==> config.mk <==
export PLATFORM = sky130hd
export DESIGN_NAME = instrument_power_sleep_supervisor
export DESIGN_NICKNAME = d
export VERILOG_FILES = /design/src/design/pwr_sleep_pkg.sv /design/src/design/instrument_power_sleep_supervisor.sv
export SDC_FILE = /design/constraint.sdc
export NUM_CORES = 1
export LEC_CHECK = 0
export BUFFER_PORTS_ARGS = -buffer_cell sky130_fd_sc_hd__buf_4
export CAP_MARGIN = 20
export CORE_ASPECT_RATIO = 1.2
export CORE_MARGIN = 2
export CORE_UTILIZATION = 64
export DETAILED_ROUTE_END_ITERATION = 10
export GPL_ROUTABILITY_DRIVEN = 0
export PLACE_DENSITY = 0.95
export SLEW_MARGIN = 20
export SYNTH_ARGS = -nofsm -noshare
export SYNTH_HDL_FRONTEND = slang
export SYNTH_SLANG_ARGS = --single-unit
export TNS_END_PERCENT = 20
==> constraint.sdc <==
create_clock -name CLK -period 3.4 [get_ports CLK]
set_input_delay 0 -clock CLK [delete_from_list [all_inputs] [get_ports CLK]]
set_output_delay 0 -clock CLK [all_outputs]
set_load 0.005 [all_outputs]
==> src/design/pwr_sleep_pkg.sv <==
// Package: constants for the instrument power and sleep supervisor.
// Assumes a single 250 MHz clock and an interval tick strobe from elsewhere.
package pwr_sleep_pkg;
    // -----------------------------------------------------------------
    // Port offsets (byte addresses on the internal port bus)
    // -----------------------------------------------------------------
    localparam logic [7:0] PROBE_POWER_OFS = 8'h03;
    localparam logic [7:0] CONVERTER_POWER_OFS = 8'h40;
    localparam logic [7:0] TIME_DIST_ENABLE_OFS = 8'h60;
    localparam logic [7:0] WDOG_LIMIT_LO_OFS = 8'h62;
    localparam logic [7:0] WDOG_LIMIT_HI_OFS = 8'h63;
    localparam logic [7:0] WDOG_POLICY_OFS = 8'h6E;
    localparam logic [7:0] STATUS_OFS = 8'hF0;
    // -----------------------------------------------------------------
    // Reset values and port values
    // -----------------------------------------------------------------
    localparam logic [7:0] POWER_OFF_VAL = 8'h00;
    localparam logic [7:0] POWER_ON_VAL = 8'h01;
    localparam logic [7:0] TIME_DIST_ENABLE_RST = 8'hFF;
    localparam logic [15:0] WDOG_LIMIT_RST = 16'h12C0;
    localparam logic [7:0] POLICY_EVERY_TICK = 8'h00;
    localparam logic [7:0] POLICY_KEEPALIVE = 8'hFF;
    localparam logic [7:0] WDOG_POLICY_RST = 8'h00;
    // -----------------------------------------------------------------
    // Timing counts in interval ticks
    // -----------------------------------------------------------------
    localparam logic [2:0] PAUSE_TICKS = 3'h2;
    localparam logic [2:0] POWER_DROP_TICKS = 3'h4;
    localparam logic [11:0] TIME_UPDATE_TICKS = 12'h800;
    // -----------------------------------------------------------------
    // Sleep control patterns {hi, lo}
    // -----------------------------------------------------------------
    localparam logic [1:0] SLEEP_FULL = 2'h0;
    localparam logic [1:0] SLEEP_ROM = 2'h1;
    localparam logic [1:0] SLEEP_ERROR = 2'h2;
    localparam logic [1:0] SLEEP_SCIENCE = 2'h3;
    // Clock-rate codes: 0 full 1.5 MHz, 1 half 750 kHz, 2 slow 287 kHz
    localparam logic [1:0] RATE_FULL = 2'h0;
    localparam logic [1:0] RATE_HALF = 2'h1;
    localparam logic [1:0] RATE_SLOW = 2'h2;
    // Power command assemblies
    localparam logic [2:0] ASM_HFR = 3'h0;
    localparam logic [2:0] ASM_ANALOG = 3'h1;
    localparam logic [2:0] ASM_LPROBE = 3'h2;
    localparam logic [2:0] ASM_SLEEP = 3'h3;
    localparam logic [2:0] ASM_PAUSE = 3'h4;
    // Pause sequencer states, Gray from PS_IDLE to PS_HOLD; the return from PS_HOLD to PS_IDLE flips both bits
    typedef enum logic [1:0] {
        PS_IDLE = 2'b00,
        PS_DRIVE = 2'b01,
        PS_HOLD = 2'b11
    } pause_state_t;
endpackage : pwr_sleep_pkg

==> src/design/instrument_power_sleep_supervisor.sv <==
// Power, sleep and watchdog keep-alive supervisor for the instrument.
// Assumes an interval tick pulse, a port write bus and command bus discretes.
module instrument_power_sleep_supervisor
    import pwr_sleep_pkg::*;
#(
    parameter int LIMIT_W = 16
) (
    input wire logic CLK,
    input wire logic SRST,
    input wire logic TICK,
    input wire logic PORT_WR,
    input wire logic PORT_RD,
    input wire logic [7:0] PORT_ADDR,
    input wire logic [7:0] PORT_WDATA,
    output logic [7:0] PORT_RDATA,
    input wire logic CMD_VALID,
    input wire logic [2:0] CMD_ASSEMBLY,
    input wire logic CMD_ON,
    input wire logic KEEPALIVE,
    input wire logic SLEEP_DISCRETE,
    input wire logic MAINT_DISCRETE,
    output logic [1:0] SLEEP_BITS,
    output logic [1:0] LOW_RATE_CLK_SEL,
    output logic [1:0] HIGH_RATE_CLK_SEL,
    output logic SLEEP_LINE,
    output logic SCHED_HALT,
    output logic SLEEP_ERROR_FLAG,
    output logic HFR_POWER,
    output logic ANALOG_POWER,
    output logic CONVERTER_POWER,
    output logic PROBE_DIGITAL_POWER,
    output logic PROBE_ANALOG_POWER,
    output logic MAINT_MODE,
    output logic TIME_UPDATE,
    output logic WDOG_REFRESH,
    output logic WDOG_TRIP
);
    // -----------------------------------------------------------------
    // Functions
    // -----------------------------------------------------------------
    // Low-rate processor clock for a sleep pattern
    function automatic logic [1:0] low_rate_of(input logic [1:0] p);
        low_rate_of = (p == SLEEP_FULL || p == SLEEP_SCIENCE) ? RATE_FULL : RATE_HALF;
    endfunction : low_rate_of
    // High-rate processor clock for a sleep pattern
    function automatic logic [1:0] high_rate_of(input logic [1:0] p);
        high_rate_of = (p == SLEEP_FULL || p == SLEEP_ERROR) ? RATE_FULL : RATE_SLOW;
    endfunction : high_rate_of

    // -----------------------------------------------------------------
    // Discrete synchronisers (three stages, second and third agree)
    // -----------------------------------------------------------------
    logic [2:0] sleep_sync_q; // Sleep discrete stages
    logic [2:0] maint_sync_q; // Maintenance discrete stages
    logic sleep_disc_q; // Filtered sleep discrete
    logic maint_disc_q; // Filtered maintenance discrete

    // Reset gives the sleep level: no false wake
    // Sampled every cycle, whatever the power state
    always_ff @(posedge CLK) begin
        if (SRST) begin
            sleep_sync_q <= 3'h0;
            maint_sync_q <= 3'h0;
            sleep_disc_q <= 1'b0;
            maint_disc_q <= 1'b0;
        end else begin
            sleep_sync_q <= {sleep_sync_q[1:0], SLEEP_DISCRETE};
            maint_sync_q <= {maint_sync_q[1:0], MAINT_DISCRETE};
            if (sleep_sync_q[1] == sleep_sync_q[2]) begin
                sleep_disc_q <= sleep_sync_q[2];
            end
            if (maint_sync_q[1] == maint_sync_q[2]) begin
                maint_disc_q <= maint_sync_q[2];
            end
        end
    end

    // -----------------------------------------------------------------
    // Register file
    // -----------------------------------------------------------------
    logic [7:0] probe_port_q; // Probe power port
    logic [7:0] conv_port_q; // Converter power port
    logic [7:0] time_en_q; // Time-distribution enable
    logic [15:0] wdog_limit_q; // Watchdog expiry limit
    logic [7:0] policy_q; // Watchdog refresh policy
    logic hfr_q; // HFR power switch
    logic analog_q; // Analog power switch
    logic lprobe_q; // Probe analog switch
    logic asleep_q; // Secondary sleep state

    // Decoded write strobes
    wire wr_probe = PORT_WR && PORT_ADDR == PROBE_POWER_OFS;
    wire wr_conv = PORT_WR && PORT_ADDR == CONVERTER_POWER_OFS;
    wire wr_time = PORT_WR && PORT_ADDR == TIME_DIST_ENABLE_OFS;
    wire wr_lim_lo = PORT_WR && PORT_ADDR == WDOG_LIMIT_LO_OFS;
    wire wr_lim_hi = PORT_WR && PORT_ADDR == WDOG_LIMIT_HI_OFS;
    wire wr_policy = PORT_WR && PORT_ADDR == WDOG_POLICY_OFS;
    // Switch commands honoured only when awake
    // Commands with the discrete low are dropped
    wire cmd_ok = CMD_VALID && sleep_disc_q;
    wire cmd_sw = cmd_ok && !asleep_q;
    wire low_power = !sleep_disc_q || asleep_q;

    // Port registers; other values are stored but only bit 0 switches
    // Limit bytes act as written; set low byte first
    // while the watchdog is in every-tick mode
    always_ff @(posedge CLK) begin
        if (SRST) begin
            probe_port_q <= POWER_OFF_VAL;
            conv_port_q <= POWER_OFF_VAL;
            time_en_q <= TIME_DIST_ENABLE_RST;
            wdog_limit_q <= WDOG_LIMIT_RST;
            policy_q <= WDOG_POLICY_RST;
        end else begin
            if (low_power) begin
                probe_port_q <= POWER_OFF_VAL;
                conv_port_q <= POWER_OFF_VAL;
            end else begin
                if (wr_probe) begin
                    probe_port_q <= PORT_WDATA;
                end
                if (wr_conv) begin
                    conv_port_q <= PORT_WDATA;
                end
            end
            if (wr_time) begin
                time_en_q <= PORT_WDATA;
            end
            if (wr_lim_lo) begin
                wdog_limit_q[7:0] <= PORT_WDATA;
            end
            if (wr_lim_hi) begin
                wdog_limit_q[15:8] <= PORT_WDATA;
            end
            if (wr_policy) begin
                policy_q <= PORT_WDATA;
            end
        end
    end

    // Supply switches and the secondary sleep state
    // Leaving sleep turns no supply on by itself
    always_ff @(posedge CLK) begin
        if (SRST) begin
            hfr_q <= 1'b0;
            analog_q <= 1'b0;
            lprobe_q <= 1'b0;
            asleep_q <= 1'b1;
        end else if (!sleep_disc_q) begin
            hfr_q <= 1'b0;
            analog_q <= 1'b0;
            lprobe_q <= 1'b0;
            asleep_q <= 1'b1;
        end else if (cmd_ok) begin
            case (CMD_ASSEMBLY)
                ASM_HFR: begin
                    hfr_q <= cmd_sw ? CMD_ON : hfr_q;
                    asleep_q <= 1'b0; // Any switch command (HFR, analog, probe) leaves sleep
                end
                ASM_ANALOG: begin
                    analog_q <= cmd_sw ? CMD_ON : analog_q;
                    asleep_q <= 1'b0;
                end
                ASM_LPROBE: begin
                    lprobe_q <= cmd_sw ? CMD_ON : lprobe_q;
                    asleep_q <= 1'b0;
                end
                ASM_SLEEP: begin
                    if (!CMD_ON) begin
                        hfr_q <= 1'b0;
                        analog_q <= 1'b0;
                        lprobe_q <= 1'b0;
                        asleep_q <= 1'b1;
                    end else begin
                        asleep_q <= 1'b0; // Switches left alone
                    end
                end
                default: begin
                    asleep_q <= asleep_q;
                end
            endcase
        end
    end

    // -----------------------------------------------------------------
    // Pause sequencer
    // -----------------------------------------------------------------
    pause_state_t pstate_q; // Sequencer state
    logic [2:0] ptick_q; // Ticks while line active
    logic sleep_line_q; // Sleep line to high-rate side

    // A pause during a pause is dropped
    wire pause_req = cmd_ok && CMD_ASSEMBLY == ASM_PAUSE;

    // Line held for PAUSE_TICKS ticks, giving one to two tick periods
    always_ff @(posedge CLK) begin
        if (SRST) begin
            pstate_q <= PS_IDLE;
            ptick_q <= 3'h0;
            sleep_line_q <= 1'b0;
        end else begin
            case (pstate_q)
                PS_IDLE: begin
                    if (pause_req) begin
                        pstate_q <= PS_DRIVE;
                        sleep_line_q <= 1'b1;
                        ptick_q <= 3'h0;
                    end
                end
                PS_DRIVE: begin
                    if (TICK) begin
                        ptick_q <= ptick_q + 3'h1;
                    end
                    // Released well short of POWER_DROP_TICKS
                    if (TICK && ptick_q + 3'h1 >= PAUSE_TICKS) begin
                        pstate_q <= PS_HOLD;
                        sleep_line_q <= 1'b0;
                    end
                end
                // One idle cycle before a new pause
                PS_HOLD: begin
                    pstate_q <= PS_IDLE;
                end
                default: begin
                    pstate_q <= PS_IDLE;
                    sleep_line_q <= 1'b0;
                end
            endcase
        end
    end

    // -----------------------------------------------------------------
    // Sleep bits and clock rates
    // -----------------------------------------------------------------
    // When awake both bits move together with the line, never a mixed pattern
    // Pattern 10 cannot be formed; flag guards edits
    wire [1:0] sleep_pat = sleep_line_q ? SLEEP_SCIENCE :
                           (low_power ? SLEEP_ROM : SLEEP_FULL);
    assign SLEEP_BITS = sleep_pat;
    assign LOW_RATE_CLK_SEL = low_rate_of(sleep_pat);
    assign HIGH_RATE_CLK_SEL = high_rate_of(sleep_pat);
    assign SLEEP_ERROR_FLAG = sleep_pat == SLEEP_ERROR;
    assign SLEEP_LINE = sleep_line_q;
    assign SCHED_HALT = sleep_line_q || low_power;

    // Supply outputs; a pause pulse also pulses the probe supplies
    assign HFR_POWER = hfr_q;
    assign ANALOG_POWER = analog_q;
    assign CONVERTER_POWER = conv_port_q[0];
    assign PROBE_DIGITAL_POWER = probe_port_q[0] && !sleep_line_q;
    assign PROBE_ANALOG_POWER = lprobe_q && PROBE_DIGITAL_POWER;
    assign MAINT_MODE = maint_disc_q && sleep_disc_q;

    // -----------------------------------------------------------------
    // Interval tick counter, time updates, watchdog
    // -----------------------------------------------------------------
    logic [11:0] tick_cnt_q; // Free interval tick counter
    logic [LIMIT_W-1:0] quiet_q; // Ticks since last keep-alive
    logic tupd_q; // Time update pulse
    logic refresh_q; // Watchdog refresh pulse
    logic trip_q; // Limit reached

    // Enable is sampled at the due tick itself
    wire tupd_due = TICK && tick_cnt_q == TIME_UPDATE_TICKS - 12'h1;
    wire restrictive = policy_q == POLICY_KEEPALIVE;
    wire quiet_out = quiet_q >= wdog_limit_q[LIMIT_W-1:0];

    // Counts and pulses; a keep-alive on a tick still wins
    // Quiet count saturates so a trip never wraps
    // Trip holds until a keep-alive, a write of a policy other than POLICY_KEEPALIVE, or a higher limit
    always_ff @(posedge CLK) begin
        if (SRST) begin
            tick_cnt_q <= 12'h0;
            quiet_q <= '0;
            tupd_q <= 1'b0;
            refresh_q <= 1'b0;
            trip_q <= 1'b0;
        end else begin
            if (TICK) begin
                tick_cnt_q <= tupd_due ? 12'h0 : tick_cnt_q + 12'h1;
            end
            tupd_q <= tupd_due && time_en_q != 8'h00;
            if (KEEPALIVE) begin
                quiet_q <= '0;
            end else if (TICK && !quiet_out) begin
                quiet_q <= quiet_q + 1'b1;
            end
            if (restrictive) begin
                refresh_q <= KEEPALIVE;
            end else begin
                refresh_q <= TICK;
            end
            trip_q <= restrictive && quiet_out;
        end
    end
    assign TIME_UPDATE = tupd_q;
    assign WDOG_REFRESH = refresh_q;
    assign WDOG_TRIP = trip_q;

    // -----------------------------------------------------------------
    // Read data, registered; unmapped reads return zero
    // -----------------------------------------------------------------
    logic [7:0] rdata_q;
    wire [7:0] status = {3'h0, SLEEP_ERROR_FLAG, asleep_q, sleep_line_q, sleep_pat};
    // Reads have no side effects; poll freely
    wire [7:0] rd_mux =
        PORT_ADDR == PROBE_POWER_OFS ? probe_port_q :
        PORT_ADDR == CONVERTER_POWER_OFS ? conv_port_q :
        PORT_ADDR == TIME_DIST_ENABLE_OFS ? time_en_q :
        PORT_ADDR == WDOG_LIMIT_LO_OFS ? wdog_limit_q[7:0] :
        PORT_ADDR == WDOG_LIMIT_HI_OFS ? wdog_limit_q[15:8] :
        PORT_ADDR == WDOG_POLICY_OFS ? policy_q :
        PORT_ADDR == STATUS_OFS ? status : 8'h00;
    always_ff @(posedge CLK) begin
        if (SRST) begin
            rdata_q <= 8'h00;
        end else if (PORT_RD) begin
            rdata_q <= rd_mux;
        end
    end
    assign PORT_RDATA = rdata_q;
endmodule : instrument_power_sleep_supervisor

## Word level (Yosys, flattened, before mapping)

Index checks and enable logic that the tools add are counted.

| storage, ports and cells | value |
|---|---|
| word-level logic and storage cells | 130 |
| output and inout bits | 26 |
| input bits | 29 |
| register bits | 105 |

| cells by class | value |
|---|---|
| mux-type cells | 29 |
| bitwise logic cells | 2 |
| equal/unequal tests | 26 |
| magnitude comparators | 2 |
| reductions and logical operators | 45 |
| add/sub/neg operators | 3 |

Operators by type and width:

| cell | number |
|---|---|
| $mux 8 | 6 |
| $eq 8x7->1 const B | 5 |
| $logic_and 1x1->1 | 17 |
| $add 16x1->16 const B | 1 |
| $eq 8x8->1 const B | 2 |
| $ge 16x16->1 | 1 |
| $ne 2x2->1 const B | 7 |
| $add 12x1->12 const B | 1 |
| $eq 12x11->1 const B | 1 |
| $mux 12 | 1 |
| $reduce_and 4->1 | 3 |
| $reduce_bool 2->1 | 5 |
| $eq 8x2->1 const B | 1 |
| $mux 1 | 8 |
| $mux 2 | 4 |
| $pmux 1 s2 | 4 |
| $reduce_bool 8->1 | 1 |
| $eq 2x2->1 const B | 3 |
| $eq 3x2->1 const B | 2 |
| $mux 3 | 2 |
| $pmux 3 s2 | 1 |
| $reduce_and 3->1 | 2 |
| $reduce_or 2->1 | 3 |
| $mux 5 | 1 |
| 15 further kinds | 25 |

## Logic depth before layout (Yosys ltp)

| logic depth | value |
|---|---|
| depth after elaboration | 12 |
| gate-level depth with buffers | 10 |
| mapped depth without buffers | 8 |

## Worst setup path before layout

OpenSTA, ideal clock, no wires.

| path | value |
|---|---|
| kind | register to register |
| start | reg wdog_limit_q[10] |
| end | reg quiet_q[15] |
| buffers on the path | 1 |
| stages on the path, launching flop included | 10 |
| setup slack | 1138 ps |
| required time | 3330 ps |
| clock period less this slack | 2262 ps |
| arrival | 2191 ps |
| cells stage by stage | dfxtp_1 -> inv_1 -> ha_1 -> a21o_1 -> a221oi_2 -> a21boi_1 -> a311oi_2 -> buf_6 -> or4_1 -> a21oi_1 |

| between the ends | value |
|---|---|
| cells in the longest elaborated chain, start to end | 3 |

Ends and longest elaborated chain:

| element | line | source |
|---|---|---|
| from (decl) | instrument_power_sleep_supervisor.sv:84 | `logic [15:0] wdog_limit_q;` |
| from (signal assigned) | instrument_power_sleep_supervisor.sv:112 | `wdog_limit_q <= WDOG_LIMIT_RST;` |
| from (signal assigned) | instrument_power_sleep_supervisor.sv:133 | `wdog_limit_q[15:8] <= PORT_WDATA;` |
| $ge 16x16->1 | instrument_power_sleep_supervisor.sv:266 | `wire quiet_out = quiet_q >= wdog_limit_q[LIMIT_W-1:0];` |
| $logic_not 1->1 | instrument_power_sleep_supervisor.sv:285 | `end else if (TICK && !quiet_out) begin` |
| $logic_and 1x1->1 | instrument_power_sleep_supervisor.sv:285 |  |
| to (signal assigned) | instrument_power_sleep_supervisor.sv:286 | `quiet_q <= quiet_q + 1'b1;` |
| to (decl) | instrument_power_sleep_supervisor.sv:258 | `logic [LIMIT_W-1:0] quiet_q;` |

Every way passes these cells.
A chain may end at the register's enable or synchronous reset.

## Worst setup path in the final report

| path | value |
|---|---|
| start | reg wdog_limit_q[10] |
| end | reg quiet_q[14] |

The elaborated chain is that of the path after synthesis.

==> reports/metrics.yaml <==
worstMarginPinSlew_ps: 980
timing.hold.worst.class: "input port to flip-flop"
critical_path.reg2reg.startpoint: "wdog_limit_q[10]$_SDFFE_PP0P_"
synth.lib_cells_used.distinct: 60
antenna_cells_inserted: 0
status: "complete, no violations"
worst_slew_margin_rel_pct: 34.2
synth_top_cells_by_area: "dfxtp_1 39%, a21oi_1 5.7%, nor2_1 5.7%"
final.setup.worst_slack_ps: 768
start_kind: "flip-flop"
htree_levels: 3
critical_path_required_ps: 3710
max_cap_violations: 0
grt_start_max_net_pins: 67
yosysTopAreaCellShare_pct: 39.4
synth.cell_area_um2: 5330
routedWlPerCell_um: 18.2
fin_total_pwr_w: 0.00241
synth.area.mux_share_pct: 5.64
grt_overflow_total: 0
ys_ff_latch: 105
grt_usage_pct: 32.3
number_of_max_slew_violations_in_the_final_report: 0
cp_max_fanout: 33
initial_antenna_violation_count: 0
area_delta_synth_final_pct: 14.2
nNetsFinal: 747
clk_root_buf: "clkbuf_8"
drive_above_1_share_pct: 11.9
cts_buffer_count: 9
rsz0062_at_grt: "no"
routed_wirelength_mm: 14.5
tritoncts_num_sinks: 105
critical_path_arrival_ps: 2940
fin_skew_ps: 12.6
initial_core_util_pct: 65.7
holdCritStartpoint: "CMD_VALID"
area_share_of_xor_xnor_cells_in_the_synthesized_design_pct: 1.81
period_share_pct: 77.4
grt_pass1_wl_mm: 23.6
syn_area_per_cell_um2: 8.14
final-instance-count-excl-fill: 798
post-dp-hpwl_mm: 9.96
postCtsSetupBuffers: 0
cells_resized_by_post_cts_repair: 0
pre_cts_ws_ps: 881
yosysSeqAreaShare_pct: 39.4
max-vdd-ir-drop_uv: 245
drt.antenna.violating_nets: 0
synth_area_in_compound_gates_pct: 16.1
core_footprint_um2: 8110
endpoint_kind: "flip-flop"
area_fraction_in_and_or_nand_and_nor_cells_after_synthesis_pct: 27.0
design.die.area_um2: 9080
rows: 36
layout_min_cycle_time_ps: 2630
tritoncts: "yes"
vias: 5223
max_freq_mhz: 380
synth_enable_flop_cells: 0
clock_transition_at_path_regs_ps: 110
hold_buffers: 14
dominant_combinational_cell_family_by_area_after_synthesis: "simple AND/OR/NAND/NOR gates"
synth_adder_area_share_pct: 4.70
drt_first_pass_iters: 6
power.density_nw_per_um2: 396
final-hold-violation-count: 0
via_count_of_the_first_global_routing_pass: 5035
syn_inst: 655
place_inst: 768
setup_viol: 0
post-synth-top-area-cell: "dfxtp_1"
synth_most_common_cell: "dfxtp_1"
port_buf_inserts: 51
async_reset_ff_share_pct: 0
remaining_drc_errors: 0
fin_tns_setup_ps: 0
synth-main-ff-cell: "dfxtp_1"
ys_warn_count: 0
clock_path_buffers: 2
io_pins: 55
detailedRoute.firstIterationViolations: 464
insertion_delay_ps: 380
dieWidth_um: 87.3
crit_type: "flip-flop to flip-flop"
yosys-top-cells-count: "105 x dfxtp_1, 81 x nor2_1, 69 x nand2_1"
critPathLaunch: "wdog_limit_q[10]$_SDFFE_PP0P_"
routed_via_density: 6.55
die_h_um: 104
power_leakage_nw: 2.29
==> layer usage <==
metal / vias up / routed length [um] / track usage, %
li1: 2390 / - / -
met1: 2406 / 5500 / 38.9
met2: 353 / 7170 / 53.1
met3: 74 / 1120 / 5.16
met4: 0 / 715 / 19.0
met5: - / 0 / 0
==> power by group <==
| group | switching [W] | internal [W] |
|---|---|---|
| Clock | 0.000443 | 0.000568 |
| Combinational | 0.0000916 | 0.0000609 |
| Sequential | 0.00000634 | 0.00124 |
| Total | 0.000541 | 0.00187 |
==> sequential cells by signal (all words and copies together) (netlist names), 2 cells and up <==
signal        cells
quiet_q          16
wdog_limit_q     16
tick_cnt_q       12
PORT_RDATA        8
conv_port_q       8
policy_q          8
probe_port_q      8
time_en_q         8
maint_sync_q      3
ptick_q           3
sleep_sync_q      3
pstate_q          2
==> final timing paths <==
| check | end | slack (ps) | cells after the start |
|---|---|---|---|
| worst max register to register | quiet_q[14]$_SDFFE_PP0P_ | 770 | 9 |
| worst min-delay path | asleep_q$_SDFFE_PP1P_ | 5 | 3 |
| worst max-delay path | quiet_q[14]$_SDFFE_PP0P_ | 770 | 9 |
| worst min register to register | maint_sync_q[1]$_SDFF_PP0_ | 450 | 1 |
==> worst max-delay path, cell delays in order, from the launching register on <==
cell	delay, ps
dfxtp_1	380
inv_1	60
ha_1	330
a21o_1	210
a221oi_2	310
a21boi_1	250
a311oi_2	60
buf_4	250
or4_1	540
a21oi_1	150
==> final cells by class <==
type                    count  area, um2
multi-input cells         488       2960
flip-flops and latches    105       2100
inverters                  27        101
clock inverters             6        138
repair buffers             67        538
well taps                  95        119
clock buffers              10        128
fillers                   539       2020
==> cell usage in the layout, fill, tap and decap left out, types with 6 or more instances in the layout <==
| master | synthesis | layout |
|---|---|---|
| xor2_1 | 6 | 6 |
| or3_1 | 15 | 15 |
| nand3_1 | 35 | 35 |
| buf_4 | 6 | 53 |
| nand2b_1 | 10 | 10 |
| clkbuf_8 | 0 | 9 |
| dfxtp_1 | 105 | 105 |
| o31ai_1 | 8 | 8 |
| dlygate4sd3_1 | 0 | 14 |
| nor2b_1 | 7 | 7 |
| ha_1 | 20 | 20 |
| a21oi_1 | 61 | 61 |
| nor3_1 | 10 | 10 |
| nand3b_1 | 8 | 8 |
| o21ai_0 | 27 | 27 |
| or4_1 | 11 | 11 |
| inv_1 | 27 | 27 |
| nand4_1 | 8 | 8 |
| nor2_1 | 81 | 81 |
| or2_2 | 6 | 6 |
| a22oi_1 | 6 | 6 |
| nand2_1 | 69 | 69 |
| mux2i_1 | 30 | 30 |
==> cell families (layout without fill, tap and decap cells) <==
| logic type | after synthesis | count (layout) |
|---|---|---|
| other cells | 1 | 3 |
| fa+ha+maj | 20 | 20 |
| buf+inv | 64 | 110 |
| flops | 105 | 105 |
| simple gates | 287 | 287 |
| xor+xnor | 11 | 11 |
| compound gates | 137 | 137 |
| mux | 30 | 30 |
==> stage by stage <==
step	area, um2	hold WS, ps	utilization, %
after global routing	6080	41.5	75.0
after detailed placement	5680	221	70.0
after global placement	5680	210	70.0
after floorplan	5340	118	-
final	6080	4.87	75.0
after CTS	6080	3.88	75.0
Power figures use the tool's default switching activity.
